### src/core/otp_prog_pkg.sv
/*
 * Shared constants and state types for the parallel one-time PROM programmer.
 * Assumes a single 20 MHz system clock and a PROM-mode target socket.
 */
package otp_prog_pkg;

    localparam int unsigned CLK_PERIOD_NS  = 50;
    localparam int unsigned DATA_W         = 8;
    localparam int unsigned ADDR_W         = 15;

    // program strobe width, nominal 0.1 ms
    localparam int unsigned PULSE_NS       = 100000;
    localparam int unsigned PULSE_CYC      = PULSE_NS / CLK_PERIOD_NS;
    // setup / hold / turnaround around every strobe, gate and data-bus change
    localparam int unsigned SETTLE_NS      = 1000;
    localparam int unsigned SETTLE_CYC     = (SETTLE_NS + CLK_PERIOD_NS - 1) / CLK_PERIOD_NS;
    // wait after applying mode-setting levels before the first cycle
    localparam int unsigned MODE_NS        = 10000;
    localparam int unsigned MODE_CYC       = (MODE_NS + CLK_PERIOD_NS - 1) / CLK_PERIOD_NS;
    localparam int unsigned CNT_W          = 12;

    localparam int unsigned MAX_PULSES     = 25;
    localparam int unsigned TRY_W          = 5;

    // image size codes and PROM-mode start addresses; range always ends at 7fff
    localparam logic [1:0]        SIZE_32K   = 2'h0;
    localparam logic [1:0]        SIZE_16K   = 2'h1;
    localparam logic [1:0]        SIZE_8K    = 2'h2;
    localparam logic [1:0]        SIZE_4K    = 2'h3;
    localparam logic [ADDR_W-1:0] START_32K  = 15'h0000;
    localparam logic [ADDR_W-1:0] START_16K  = 15'h4000;
    localparam logic [ADDR_W-1:0] START_8K   = 15'h6000;
    localparam logic [ADDR_W-1:0] START_4K   = 15'h7000;
    localparam logic [ADDR_W-1:0] END_ADDR   = 15'h7fff;
    // cpu-mode base of the array; prom address 0000 is cpu address 8000
    localparam logic [15:0]       CPU_BASE   = 16'h8000;

    typedef enum logic [3:0] {
        ST_IDLE, ST_POWER, ST_FETCH, ST_WAIT, ST_SETUP, ST_PULSE,
        ST_HOLD, ST_TURN, ST_READ, ST_REDRIVE, ST_NEXT, ST_DONE
    } prog_state_t;

    typedef struct packed {
        prog_state_t         st;
        logic [1:0]          size;
        logic [ADDR_W-1:0]   addr;
        logic [DATA_W-1:0]   wdata;
        logic [CNT_W-1:0]    cnt;
        logic [TRY_W-1:0]    tries;
        logic                pass2;
        logic                prom_on;
        logic                target_reset_n;
        logic                ce_n;
        logic                oe_n;
        logic                pgm_n;
        logic                d_oe;
        logic [DATA_W-1:0]   d_out;
        logic                req;
        logic [15:0]         req_addr;
        logic                busy;
        logic                done;
        logic                fail;
        logic [ADDR_W-1:0]   fail_addr;
    } prog_regs_t;

    localparam prog_regs_t PROG_RESET = '{
        st: ST_IDLE, size: SIZE_32K, addr: '0, wdata: '0, cnt: '0, tries: '0,
        pass2: 1'b0, prom_on: 1'b0, target_reset_n: 1'b1, ce_n: 1'b1, oe_n: 1'b1,
        pgm_n: 1'b1, d_oe: 1'b0, d_out: '0, req: 1'b0, req_addr: '0, busy: 1'b0,
        done: 1'b0, fail: 1'b0, fail_addr: '0
    };

    typedef struct packed {
        logic [DATA_W-1:0] s1;
        logic [DATA_W-1:0] s2;
        logic [DATA_W-1:0] s3;
    } sync_regs_t;

    localparam sync_regs_t SYNC_RESET = '{s1: '0, s2: '0, s3: '0};

endpackage

### src/core/pin_sample_if.sv
/*
 * Carries the synchronised data-pin byte from the sampler to the sequencer.
 * Assumes both ends run on clk_sys.
 */
`timescale 1ns/10ps
interface pin_sample_if;
    import otp_prog_pkg::*;
    logic [DATA_W-1:0] value;
    logic              steady;
    modport src (output value, output steady);
    modport dst (input value, input steady);
endinterface

### src/core/otp_programmer.sv
/*
 * Parallel PROM-mode programmer for a microcontroller one-time program array:
 * applies mode-setting levels, writes each byte with verified strobe pulses,
 * then runs a second full read-back pass.
 * Assumes the board switches the programming supply from vpp_enable, and a user
 * that answers every data_req with one data_valid cycle on the same clock.
 */
`timescale 1ns/10ps
module otp_programmer
    import otp_prog_pkg::*;
#(
    parameter int unsigned MAX_TRIES = MAX_PULSES
)
(
    input  wire logic              clk_sys,
    input  wire logic              srst,
    // user side
    input  wire logic              start,
    input  wire logic [1:0]        image_size,
    output      logic              data_req,
    output      logic [15:0]       data_addr,
    input  wire logic              data_valid,
    input  wire logic [DATA_W-1:0] data_in,
    output      logic              busy,
    output      logic              done,
    output      logic              fail,
    output      logic [ADDR_W-1:0] fail_addr,
    // target pins
    output      logic [7:0]        port7_pins,
    output      logic [7:0]        port1_pins,
    input  wire logic [DATA_W-1:0] port4_in,
    output      logic [DATA_W-1:0] port4_out,
    output      logic              port4_oe,
    output      logic              chip_sel_n,
    output      logic              out_gate_n,
    output      logic              write_pulse_strobe_n,
    output      logic              vpp_enable,
    output      logic              analog_supply_pin,
    output      logic              port2_bit1,
    output      logic              port6_bit1,
    output      logic              analog_reference_pin,
    output      logic              port2_bit2,
    output      logic              port2_bit0,
    output      logic              port6_bit0,
    output      logic              target_reset_n
);
    // refuse settings that the try counter or the shared timer cannot hold
    if (MAX_TRIES < 1 || MAX_TRIES > (2 ** TRY_W) - 1) begin : g_bad_tries
        $error("MAX_TRIES out of range");
    end
    if (PULSE_CYC >= (2 ** CNT_W) || MODE_CYC >= (2 ** CNT_W)) begin : g_bad_cnt
        $error("timing count does not fit the timer");
    end
    if (SETTLE_CYC < 4) begin : g_bad_settle
        // the three-stage sampler needs this long to show a fresh byte
        $error("settle time shorter than the pin sampler");
    end


    // timer loads; all fit CNT_W, pulse and mode counts refused above otherwise
    localparam logic [CNT_W-1:0] C_PULSE  = CNT_W'(PULSE_CYC);
    localparam logic [CNT_W-1:0] C_SETTLE = CNT_W'(SETTLE_CYC);
    localparam logic [CNT_W-1:0] C_MODE   = CNT_W'(MODE_CYC);
    localparam logic [TRY_W-1:0] T_MAX    = TRY_W'(MAX_TRIES);

    prog_regs_t q;
    prog_regs_t next_q;
    logic       cnt_zero;
    logic       match;

    // data pins come from the target, not from this clock domain
    pin_sample_if smp ();

    pin_sync3 u_sync (
        .clk_sys (clk_sys),
        .srst    (srst),
        .raw     (port4_in),
        .smp     (smp)
    );

    assign cnt_zero = (q.cnt == '0);
    // compare against the byte this address is meant to hold
    assign match    = (smp.value == q.wdata);

    function automatic logic [ADDR_W-1:0] start_of(input logic [1:0] sz);
        logic [ADDR_W-1:0] a;
        // only the image's own range is touched
        case (sz)
            SIZE_16K: a = START_16K;
            SIZE_8K:  a = START_8K;
            SIZE_4K:  a = START_4K;
            default:  a = START_32K;
        endcase
        return a;
    endfunction

    always_comb begin
        next_q     = q;
        next_q.req = 1'b0;
        if (!cnt_zero) begin
            next_q.cnt = q.cnt - CNT_W'(1);
        end
        case (q.st)
            ST_IDLE: begin
                // start while busy is ignored: only this state looks at it
                if (start) begin
                    next_q.size           = image_size;
                    next_q.addr           = start_of(image_size);
                    next_q.pass2          = 1'b0;
                    next_q.busy           = 1'b1;
                    next_q.done           = 1'b0;
                    next_q.fail           = 1'b0;
                    next_q.prom_on        = 1'b1;
                    next_q.target_reset_n = 1'b0;
                    next_q.cnt            = C_MODE;
                    next_q.st             = ST_POWER;
                end
            end
            ST_POWER: begin
                if (cnt_zero) begin
                    next_q.st = ST_FETCH;
                end
            end
            ST_FETCH: begin
                // prom 0000-7fff sits at cpu 8000-ffff
                // relocate prom address to image address
                next_q.req      = 1'b1;
                next_q.req_addr = CPU_BASE | {1'b0, q.addr};
                next_q.st       = ST_WAIT;
            end
            ST_WAIT: begin
                // data_valid outside this state is dropped; one request in flight
                if (data_valid) begin
                    next_q.wdata = data_in;
                    next_q.ce_n  = 1'b0;
                    next_q.tries = '0;
                    next_q.cnt   = C_SETTLE;
                    if (q.pass2) begin
                        next_q.st = ST_TURN;
                    end else begin
                        next_q.d_out = data_in;
                        next_q.d_oe  = 1'b1;
                        next_q.st    = ST_SETUP;
                    end
                end
            end
            ST_SETUP: begin
                if (cnt_zero) begin
                    next_q.pgm_n = 1'b0;
                    next_q.cnt   = C_PULSE;
                    next_q.tries = q.tries + TRY_W'(1);
                    next_q.st    = ST_PULSE;
                end
            end
            ST_PULSE: begin
                // data and address stay put until after the strobe rises
                if (cnt_zero) begin
                    next_q.pgm_n = 1'b1;
                    next_q.cnt   = C_SETTLE;
                    next_q.st    = ST_HOLD;
                end
            end
            ST_HOLD: begin
                // release bus before gate goes low
                if (cnt_zero) begin
                    next_q.d_oe = 1'b0;
                    next_q.cnt  = C_SETTLE;
                    next_q.st   = ST_TURN;
                end
            end
            ST_TURN: begin
                if (cnt_zero) begin
                    // select and gate low, strobe high
                    next_q.oe_n = 1'b0;
                    next_q.cnt  = C_SETTLE;
                    next_q.st   = ST_READ;
                end
            end
            ST_READ: begin
                // never compare a byte that is still moving through the sampler
                if (cnt_zero && smp.steady) begin
                    next_q.oe_n = 1'b1;
                    next_q.cnt  = C_SETTLE;
                    next_q.st   = ST_NEXT;
                    if (!match) begin
                        // first pass retries until limit; a read-back miss or the last try logs and moves on
                        if (q.pass2 || q.tries >= T_MAX) begin
                            if (!q.fail) begin
                                next_q.fail_addr = q.addr;
                            end
                            next_q.fail = 1'b1;
                        end else begin
                            next_q.st = ST_REDRIVE;
                        end
                    end
                end
            end
            ST_REDRIVE: begin
                // target output must be off before we drive again
                if (cnt_zero) begin
                    next_q.d_oe = 1'b1;
                    next_q.cnt  = C_SETTLE;
                    next_q.st   = ST_SETUP;
                end
            end
            ST_NEXT: begin
                if (cnt_zero) begin
                    next_q.ce_n = 1'b1;
                    next_q.st   = ST_FETCH;
                    if (q.addr == END_ADDR) begin
                        if (q.pass2) begin
                            next_q.st = ST_DONE;
                        end else begin
                            next_q.pass2 = 1'b1;
                            next_q.addr  = start_of(q.size);
                        end
                    end else begin
                        next_q.addr = q.addr + ADDR_W'(1);
                    end
                end
            end
            ST_DONE: begin
                // a failed job still runs to the end; fail and fail_addr report it
                // mode pin back low
                next_q.prom_on        = 1'b0;
                next_q.target_reset_n = 1'b1;
                next_q.busy           = 1'b0;
                next_q.done           = 1'b1;
                next_q.st             = ST_IDLE;
            end
            default: begin
                next_q = PROG_RESET;
            end
        endcase
    end

    // one register for all state; every output below is one of its bits or tied low
    always_ff @(posedge clk_sys) begin
        if (srst) begin
            q <= PROG_RESET;
        end else begin
            q <= next_q;
        end
    end

    // plain logic levels on the address pins, no signature cycle
    // high byte on port7, low byte reversed on port1
    assign port7_pins = {1'b0, q.addr[14:8]};
    always_comb begin
        for (int i = 0; i < 8; i++) begin
            port1_pins[i] = q.addr[7-i];
        end
    end

    assign chip_sel_n           = q.ce_n;
    assign out_gate_n           = q.oe_n;
    assign write_pulse_strobe_n = q.pgm_n;
    assign port4_out            = q.d_out;
    assign port4_oe             = q.d_oe;
    // mode pin high only while programming
    assign vpp_enable           = q.prom_on;
    assign analog_supply_pin    = q.prom_on;
    assign port2_bit1           = q.prom_on;
    assign port6_bit1           = q.prom_on;
    // setting pins low; no flop ever sets them
    assign analog_reference_pin = q.target_reset_n & ~q.target_reset_n;
    assign port2_bit2           = analog_reference_pin;
    assign port2_bit0           = analog_reference_pin;
    assign port6_bit0           = analog_reference_pin;
    assign target_reset_n       = q.target_reset_n;
    assign data_req             = q.req;
    assign data_addr            = q.req_addr;
    assign busy                 = q.busy;
    assign done                 = q.done;
    assign fail                 = q.fail;
    assign fail_addr            = q.fail_addr;
endmodule

### src/core/pin_sync3.sv
/*
 * Three-stage sampler for the target's data pins.
 * Assumes raw pins are asynchronous to clk_sys; steady means stages two and three agree.
 */
`timescale 1ns/10ps
module pin_sync3
    import otp_prog_pkg::*;
(
    input  wire logic              clk_sys,
    input  wire logic              srst,
    input  wire logic [DATA_W-1:0] raw,
    pin_sample_if.src              smp
);
    sync_regs_t q;
    sync_regs_t next_q;

    always_comb begin
        next_q    = q;
        next_q.s1 = raw;
        next_q.s2 = q.s1;
        next_q.s3 = q.s2;
    end

    always_ff @(posedge clk_sys) begin
        if (srst) begin
            q <= SYNC_RESET;
        end else begin
            q <= next_q;
        end
    end

    // first stage feeds only the second stage
    assign smp.value  = q.s3;
    assign smp.steady = (q.s2 == q.s3);
endmodule

### config.mk
export PLATFORM = sky130hd
export DESIGN_NAME = otp_programmer
export DESIGN_NICKNAME = d
export VERILOG_FILES = /design/src/core/otp_prog_pkg.sv /design/src/core/pin_sample_if.sv /design/src/core/otp_programmer.sv /design/src/core/pin_sync3.sv
export SDC_FILE = /design/constraint.sdc
export NUM_CORES = 1
export LEC_CHECK = 0
export ABC_AREA = 1
export BUFFER_PORTS_ARGS = -buffer_cell sky130_fd_sc_hd__buf_2
export CAP_MARGIN = 20
export CELL_PAD_IN_SITES_DETAIL_PLACEMENT = 0
export CELL_PAD_IN_SITES_GLOBAL_PLACEMENT = 1
export CORE_MARGIN = 2
export CORE_UTILIZATION = 44
export DETAILED_ROUTE_END_ITERATION = 10
export GPL_ROUTABILITY_DRIVEN = 0
export GPL_TIMING_DRIVEN = 0
export MAX_ROUTING_LAYER = met4
export PLACE_DENSITY = 0.93
export SLEW_MARGIN = 0
export SYNTH_ARGS = -nofsm -noshare
export SYNTH_HDL_FRONTEND = slang
export SYNTH_SLANG_ARGS = --single-unit
### constraint.sdc
create_clock -name clk_sys -period 3.72 [get_ports clk_sys]
set_input_delay 0.186 -clock clk_sys [delete_from_list [all_inputs] [get_ports clk_sys]]
set_output_delay 0.186 -clock clk_sys [all_outputs]
set_load 0.03 [all_outputs]
After elaboration in Yosys (flattened, before gate mapping):

Cells that the tools add are included.

* bits in registers: 120
* logic and storage cells: 163

* bitwise gates (word level): 11
* add/sub/neg operators: 3
* order comparisons: 1
* reductions and logical operators: 32
* multiplexer cells: 57
* equality and inequality tests: 36

Operator list (count)
* $pmux 15 s3: 3
* $pmux 12 s6: 1
* $reduce_or 10->1: 7
* $mux 15: 4
* $mux 12: 4
* $mux 16: 3
* $mux 4: 11
* $pmux 4 s11: 1
* $reduce_or 11->1: 4
* $pmux 17 s2: 1
* $pmux 8 s2: 2
* $ne 2x2->1 const B: 15
* $pmux 15 s2: 1
* $mux 25: 1
* $mux 21: 1
* $mux 9: 2
* $mux 17: 1
* $eq 4x3->1 const B: 4
* $eq 4x4->1 const B: 4
* $eq 8x8->1: 2
* $add 15x1->15 const B: 1
* $eq 15x15->1 const B: 1
* $pmux 1 s3: 5
* $pmux 5 s3: 1
* 26 further kinds: 60

Logic depth before layout (Yosys ltp):

Gate-level depths: netlist of the first run.

* depth after elaboration: 6
* gate-level depth with buffers: 13

Hierarchy:

A second synthesis of the first run with hierarchy kept.

* cell total of the unflattened synthesis: 988
* area total of the unflattened synthesis: 6547.5 µm²

Modules (own cells, without submodules)
* otp_programmer: cells each 875, area an instance 5725.5 µm², times used 1
* pin_sync3: cells each 113, area an instance 822.0 µm², times used 1

Least setup slack after synthesis of the first run:

Ideal clock, no wire load.

* path kind: reg-to-reg
* start point: register q, in the netlist port1_pins[7]
* end point: register q, in the netlist port1_pins[2]
* clock period less this slack: 1.833 ns
* arrival time: 1.701 ns
* buffers on the path: 1
* stages on the path, launching flop included: 12
* setup slack: 1.887 ns
* cells stage by stage: dfxtp_1 -> ha_1 -> nand3_1 -> inv_1 -> nand2_1 -> nor2_1 -> nand4_1 -> nand2_2 -> inv_2 -> buf_4 -> nand3_1 -> a21oi_1

* longest elaborated chain between the ends: 4
* elaborated cells between the ends (all ways): 7
* classes of those cells: 1 x add/sub; 2 x eq/ne; 3 x mux; 1 x reduce/logical

RTL lines
* from (decl): line otp_programmer.sv:66 `prog_regs_t q;`
* from (signal assigned): line otp_programmer.sv:242 `q <= next_q;`
* $add 15x1->15 / $eq 15x15->1 (equally long branches): line otp_programmer.sv:218, otp_programmer.sv:210
* $mux 15: line otp_programmer.sv:210 `if (q.addr == END_ADDR) begin`
* $mux 15: line otp_programmer.sv:207 `if (cnt_zero) begin`
* $pmux 15 s3: line otp_programmer.sv:103 `case (q.st)`

Parallel ways exist; a longest one is shown, timed or not. The select of a mux whose other input is x is not followed.
A chain may end at the register's enable or synchronous reset.

Worst setup path after layout of the first run:

* start point: register q, in the netlist port1_pins[7]
* end point: register q, in the netlist port1_pins[1]

Same word-level chain as after synthesis.

==> results of run 1 <==
[flip-flops by register name (all words and copies together) (netlist names), 7 cells and up]
register	count
u_sync.smp.value	8
fail_addr	15
port4_out	8
port1_pins	8
data_addr	16
u_sync.next_q	16
port7_pins	7
q	32
[cell type report]
class / count / area [µm²]
Sequential cell: 119 / 2380
Clock buffer: 17 / 425
Multi-Input combinational cell: 586 / 2880
Buffer: 86 / 587
Fill cell: 1361 / 6310
Inverter: 120 / 450
Tap cell: 180 / 225
Clock inverter: 15 / 156
Timing Repair Buffer: 96 / 520
[critical path: stages (launching register included)]
cell and delay [ps]:
dfxtp_1 510, ha_1 260, nand3_1 150, inv_1 110
nand2_1 120, nor2_1 220, nand4_1 240, nand2_2 220
inv_2 110, buf_4 190, nand3_1 80, a21oi_1 60
[synthesized netlist by cell type (all sizes together)]
| cell type | count | area, µm² |
|---|---|---|
| a211oi | 1 | 7.51 |
| a31oi | 1 | 6.26 |
| nor2 | 137 | 566 |
| or2 | 1 | 6.26 |
| nand4 | 14 | 93.8 |
| o21bai | 2 | 15.0 |
| nand3 | 61 | 323 |
| clkbuf | 10 | 37.5 |
| conb | 1 | 3.75 |
| o22ai | 1 | 6.26 |
| nor4 | 1 | 6.26 |
| inv | 119 | 447 |
| o21ai | 49 | 245 |
| and2 | 1 | 6.26 |
| nand3b | 3 | 35.0 |
| clkinv | 1 | 3.75 |
| ha | 6 | 75.1 |
| nand2 | 188 | 733 |
| a32o | 4 | 40.0 |
| o31ai | 2 | 15.0 |
| xnor2 | 17 | 149 |
| xor2 | 8 | 70.1 |
| buf | 76 | 549 |
| o211ai | 1 | 7.51 |
| a21oi | 61 | 305 |
| nor3b | 1 | 7.51 |
| dfxtp | 119 | 2380 |
| nor3 | 21 | 139 |
[power groups by stage]
stage / Sequential (µW) / Clock, µW / Combinational (µW)
2_1_floorplan: 1750 / 0 / 2410
3_3_place_gp: 1750 / 0 / 3110
3_5_place_dp: 1750 / 0 / 3140
6_report: 1720 / 1620 / 3190
5_1_grt: 1760 / 1710 / 3560
4_1_cts: 1720 / 1650 / 3170
[logic make-up after synthesis]
logic type	Yosys count
simple gates	428
buf+inv	206
compound gates	122
flops	119
xor+xnor	25
fa+ha+maj	6
other cells	1
[cells in the final DEF, fill, tap and decap left out, types with 2 or more instances in the layout]
cell type / instances
nand2_1: 181
nor2_1: 128
dfxtp_1: 119
inv_1: 112
buf_2: 95
buf_4: 66
a21oi_1: 61
nand3_1: 59
o21ai_0: 49
nor3_1: 18
xnor2_1: 17
clkbuf_16: 17
nand4_1: 13
clkbuf_1: 10
inv_6: 9
xor2_1: 8
dlygate4sd3_1: 8
inv_2: 7
ha_1: 6
nand2_2: 5
nor2_2: 5
conb_1: 5
a32o_1: 4
nor3_4: 3
nor2_4: 3
nand2_4: 2
buf_1: 2
nand3b_1: 2
o31ai_1: 2
o21bai_1: 2
clkinv_4: 2
inv_8: 2
[per-stage QoR]
step                      worst slack [ps]  hold slack [ps]
after global routing                  1060             49.0
after CTS                             1350             34.6
after detailed placement              1370              392
final                                 1310             46.9
after floorplan                       1890              283
after global placement                1320              387
[layer usage]
| layer | share of wire | track usage | wire length, µm | vias up |
|---|---|---|---|---|
| li1 | - | - | - | 3047 |
| met1 | 0.48 | 0.325 | 7890 | 2665 |
| met2 | 0.42 | 0.327 | 6830 | 196 |
| met3 | 0.084 | 0.0554 | 1370 | 23 |
| met4 | 0.017 | 0.0710 | 284 | 0 |
| met5 | 0 | - | 0 | - |
[worst max-delay path by stage]
stage               slack, ps                       start  depth (start not counted)                          to
finish                   1310  port1_pins[7]$_SDFFE_PP0P_                         11  port1_pins[1]$_SDFFE_PP0P_
global route             1060  port1_pins[7]$_SDFFE_PP0P_                         11  port1_pins[2]$_SDFFE_PP0P_
CTS                      1350  port1_pins[7]$_SDFFE_PP0P_                         11  port1_pins[1]$_SDFFE_PP0P_
detailed placement       1370  port1_pins[7]$_SDFFE_PP0P_                         11  port1_pins[1]$_SDFFE_PP0P_
global placement         1320  port1_pins[7]$_SDFFE_PP0P_                         11  port1_pins[1]$_SDFFE_PP0P_
floorplan                1890  port1_pins[7]$_SDFFE_PP0P_                         11  port1_pins[2]$_SDFFE_PP0P_
==> metrics.cfg, run 1 <==
[timing]
max_slew_margin=0.522
rsz0062_at_grt=no
worstMarginPinSlew_ps=714
maxSlewViolCount=0
fmax_mhz=414
finalSetupViolCount=0
tns_ps=0
timing.final.hold_violations=0
min_period_ps=2410
skew_ps=13.2
period_share=0.649

[floorplanning]
rows=43
ioPinCount=94
fp.dieH_um=123
die_w_um=123
start_util=0.451
coreArea_um2=13900
die_area_um2=15200

[drt]
wire_per_inst_um=13.4
dr_total_vias=5931
drc_errors=0
drtIter0Drc=483
drtPass1Iterations=7
routed_via_density=4.87
drtAntennaViolNets=0
drt-total-wl_um=16400

[final_layout]
utilization=0.547
finalNonFillerCells=1219
nNetsFinal=1054
fin_area_um2=7620
antenna_cells=0
area_delta_synth_final_pct=21.4
drive_above_1_share=0.217

[worst_setup_path]
crit_path_end_kind=register
critPathLaunchType=register
required_ps=4000
r2r_cells=11
worstReg2RegStart=port1_pins[7]$_SDFFE_PP0P_
path_max_fanout=10
path_class=reg2reg
reg2reg_to=port1_pins[1]$_SDFFE_PP0P_
arrival_ps=2700
r2r_slack_ps=1310

[synth]
synth_top_family_by_area=simple AND/OR/NAND/NOR gates
syn_area_per_cell_um2=6.93
synth_cell_types=42
synth_compound_area_frac=0.103
ys_ff_latch=119
synthXorXnorAreaFrac=0.0349
synthAdderAreaFrac=0.0120
yosys.area_share.simple=0.305
synth_cells=907
synth_area_um2=6280
synth_mux_area_frac=0
ys_seq_area_frac=0.379
yosys_warnings=0

[cts]
clock-sinks=119
cts-resized-gates=0
cts-root-buf=clkbuf_16
htreeDepth=4
clock_latency_ps=420
postCtsHoldBufs=8
path_clk_slew_ps=60
cts_tree=yes
numCtsBuffers=17
clk_path_buf_depth=2
cts_setup_buffers=0

[worst_hold_path]
hold_depth=3
hp-class=in2reg
worst_hold_startpoint=data_in[6]
min_to=port4_out[6]$_SDFFE_PP0P_

[power_and_ir_drop]
seqPwrFrac=0.264
ir_drop_v=0.000352
p_total_uw=6540
internal_power_uw=3570
leakage_uw=0.00370
power_density_nw_per_um2=857
p_sw_uw=2970
swShare=0.454
p_comb_frac=0.488
clockPowerShare=0.248

[place]
io_buffer_count=88
hpwlAfterDp_um=12200
placed_area_um2=6960
dp.cells=1179

[grt]
grt_pass1_wl_um=26400
overflow=0
grt_max_degree=17
grt_pass1_vias=5246
grt.total_usage=0.231
antenna_found_initial=0

[outcome]
status=complete, no violations

[job]
drv_cap=0

(Power assumes the default switching activity.)
==> run 2, diff against run 1 <==
ABC_AREA = 0   (was 1)
CORE_UTILIZATION = 43   (was 44)
PLACE_DENSITY = 0.88   (was 0.93)
clock period = 2.5 ns   (was 3.72 ns; I/O delays follow)
==> run 2 against run 1 <==
  * First-iteration DRC count increased by 23%
  * Worst hold slack improved by 150 ps
  * Via count decreased by 2.7%
  * Largest power group is now the clock network
  * Synthesized cell count decreased by 23%
  * Worst setup slack got worse by 1200 ps
  * Count of clock-buffer cells in the layout increased by 3
  * Fmax increased by 0.19%
  * Sequential power increased by 28%
  * Synthesized area decreased by 2.9%
  * Final area increased by 0.28%
==> metrics.cfg, run 2 <==
[final_layout]
fin_area_um2=7640  ; +0.28%
antenna_cells=0  ; unchanged
nNetsFinal=863  ; -18%
area_delta_synth_final_pct=25.3
largest_register_ffs=32  ; unchanged
drive_above_1_share=0.264  ; +0.0476
top_register=q
final_common_cell=dfxtp_1
final_cell_mix=dfxtp_1 (119), buf_2 (99), buf_4 (68), a21oi_1 (48), nand2_1 (40)

[cts]
cts_tree=yes
clock_latency_ps=420  ; about the same
cts-root-buf=clkbuf_16
htreeDepth=4  ; unchanged
numCtsBuffers=17  ; unchanged
clock-sinks=119  ; unchanged
path_clk_slew_ps=60  ; about the same
clk_path_buf_depth=2  ; unchanged

[drt]
drt-total-wl_um=16800  ; +2.3%
drc_errors=0  ; unchanged
drtPass1Iterations=6  ; -1
wire_per_inst_um=16.3  ; +21%
drtAntennaViolNets=0  ; unchanged
drtIter0Drc=595  ; +23%
dr_total_vias=5771  ; -2.7%
routed_via_density=5.61  ; +15%

[timing]
worstMarginPinSlew_ps=820  ; +107 ps
setup_slack_ps=89.5  ; -1220 ps
tns_ps=0  ; unchanged
finalSetupViolCount=0  ; unchanged
fmax_mhz=415  ; +0.19%
maxSlewViolCount=0  ; unchanged
min_period_ps=2410  ; -4.48 ps
timing.final.hold_violations=0  ; unchanged
hold_slack_ps=192  ; +145 ps
max_slew_margin=0.449  ; -0.0739
period_share=0.964  ; +0.315
skew_ps=7.29  ; -5.95 ps

[worst_setup_path]
reg2reg_to=fail_addr[3]$_SDFFE_PP0P_
arrival_ps=2720  ; +20 ps
crit_end=fail_addr[3]$_SDFFE_PP0P_
critPathLaunchType=register
r2r_cells=7  ; -4
path_max_fanout=10  ; unchanged
required_ps=2810  ; -1190 ps
path_class=reg2reg
crit_path_end_kind=register
r2r_slack_ps=90  ; -1220 ps
cp-startpoint=q[93]$_SDFFE_PP0P_
worstReg2RegStart=q[93]$_SDFFE_PP0P_

[synth]
synth_edf_count=0  ; unchanged
syn_area_per_cell_um2=8.69  ; +25%
ys_ff_latch=119  ; unchanged
synthFlopType=dfxtp_1
synth_top_area_frac=0.390  ; +0.0112
synth.largest_area_cell=dfxtp_1
synth.most_common_cell=dfxtp_1
ys_seq_area_frac=0.390  ; +0.0112
synth_cell_types=73  ; +74%
ys_top_cells_by_area=dfxtp_1 (39%), buf_4 (7.9%), a21oi_1 (3.9%)
synth_area_um2=6100  ; -2.9%
synth_common_cells=dfxtp_1 (119), buf_4 (64), a21oi_1 (48), nand2_1 (40), nor2_1 (38)
yosys_warnings=0  ; unchanged
synthArstFlopShare=0  ; unchanged
synth_cells=702  ; -23%

[floorplanning]
die_area_um2=15200  ; -0.59%
coreArea_um2=13900  ; -0.39%
fp.dieH_um=123  ; -0.30%
die_w_um=123  ; -0.30%
ioPinCount=94  ; unchanged
start_util=0.440  ; -0.0112
rows=43  ; unchanged

[power_and_ir_drop]
p_total_uw=6530  ; about the same
swShare=0.330  ; -0.124
seqPwrFrac=0.337  ; +0.073
power_density_nw_per_um2=854  ; -0.34%
ir_drop_v=0.000514  ; +46%
leakage_uw=0.00313  ; -16%
p_comb_frac=0.277  ; -0.211
p_sw_uw=2160  ; -27%
clockPowerShare=0.386  ; +0.138
internal_power_uw=4380  ; +23%

[place]
io_buffer_count=88  ; unchanged
placed_area_um2=6780  ; -2.6%
dpl_worst_slack_ps=-212  ; -1580 ps
hpwlAfterDp_um=12100  ; -0.70%

[grt]
grt_max_degree=17  ; unchanged
grt.total_usage=0.231  ; -0.000285
antenna_found_initial=0  ; unchanged
grt_pass1_wl_um=26400  ; +0.11%
grt_pass1_vias=5298  ; +0.99%
overflow=0  ; unchanged

[job]
drv_cap=0  ; unchanged

[outcome]
status=complete, no violations

[worst_hold_path]
hp-class=in2reg

[run 2: cell types whose count changed in the layout (fill, tap and decap cells not counted), sizes merged, moves of 10 or more]
cell and change:
nand4 +11, nand2b +33, nor2 -99, o311ai +16, nand2 -148, inv -117
a22o +15, a21oi -13, nor2b +32, and2 +11, nand3 -40, clkbuf +25
dlygate4sd3 +10, o21ai -27
[run 2: kinds of logic (layout without fill, tap and decap cells)]
group                      after synthesis  in the layout  share of synthesized area
other                                    1              5                   0.000615
xor gates and xnor gates                23             23                     0.0330
muxes                                    9              9                     0.0148
adders and majority gates                6              6                     0.0123
DFF                                    119            119                      0.390
AOI/OAI and AO/OA                      176            176                      0.204
buffers and inverters                  122            264                      0.118
and+or+nand+nor                        246            246                      0.227
[run 2: critical path: stages (launching register included)]
cell	delay, ps
dfxtp_1	340
buf_2	200
nor2_1	570
nand2_1	200
nor2_1	300
clkbuf_1	390
nand4_1	190
o311ai_0	120
[run 2: how the worst min path moves through the flow]
stage	from	cells past startpoint	end	slack (ps)
floorplan	port4_in[2]	1	u_sync.next_q[10]$_SDFF_PP0_	250
detailed placement	port4_in[3]	2	u_sync.next_q[11]$_SDFF_PP0_	340
global route	srst	3	fail_addr[14]$_SDFFE_PP0P_	200
finish	srst	3	fail_addr[14]$_SDFFE_PP0P_	190
global placement	port4_in[3]	2	u_sync.next_q[11]$_SDFF_PP0_	330
CTS	srst	3	fail_addr[14]$_SDFFE_PP0P_	180
[run 2: area by class of cell]
type	count	area, µm²
buffer	109	677
clock buffer	20	467
clock inverter	12	150
fill	1272	6240
inverter	13	48.8
multi-input combinational	465	3040
sequential	119	2380
tap	180	225
timing repair buffer	110	651
[run 2: timing repair]
| action | in CTS | in global routing |
|---|---|---|
| hold endpoints to repair | 18 | 0 |
| hold buffers | 18 | 0 |
| endpoints found under the setup margin | 12 | 23 |
| pin swaps | 1 | 1 |
| resized for setup | 4 | 8 |
| buffers inserted | 0 | 4 |
[run 2: metrics by stage]
stage | util | instances
final | 0.551 | 1028
after global routing | 0.551 | 1028
after CTS | 0.547 | 1024
after detailed placement | 0.489 | 974
after global placement | 0.489 | 974
after floorplan | - | 706
[run 2: per-layer routing]
metal / wire length (µm) / global-route usage / part of all wire
met5: 0 / - / 0
met4: 465 / 0.0959 / 0.028
met3: 1240 / 0.0595 / 0.074
met2: 7900 / 0.368 / 0.47
met1: 7150 / 0.277 / 0.43
[run 2: power by group through the flow]
stage	clock network, µW	registers (µW)	logic [µW]
floorplan	0	2230	1290
global placement	0	2230	1700
detailed placement	0	2230	1730
CTS	2550	2200	1770
global route	2640	2220	1970
finish	2520	2200	1810
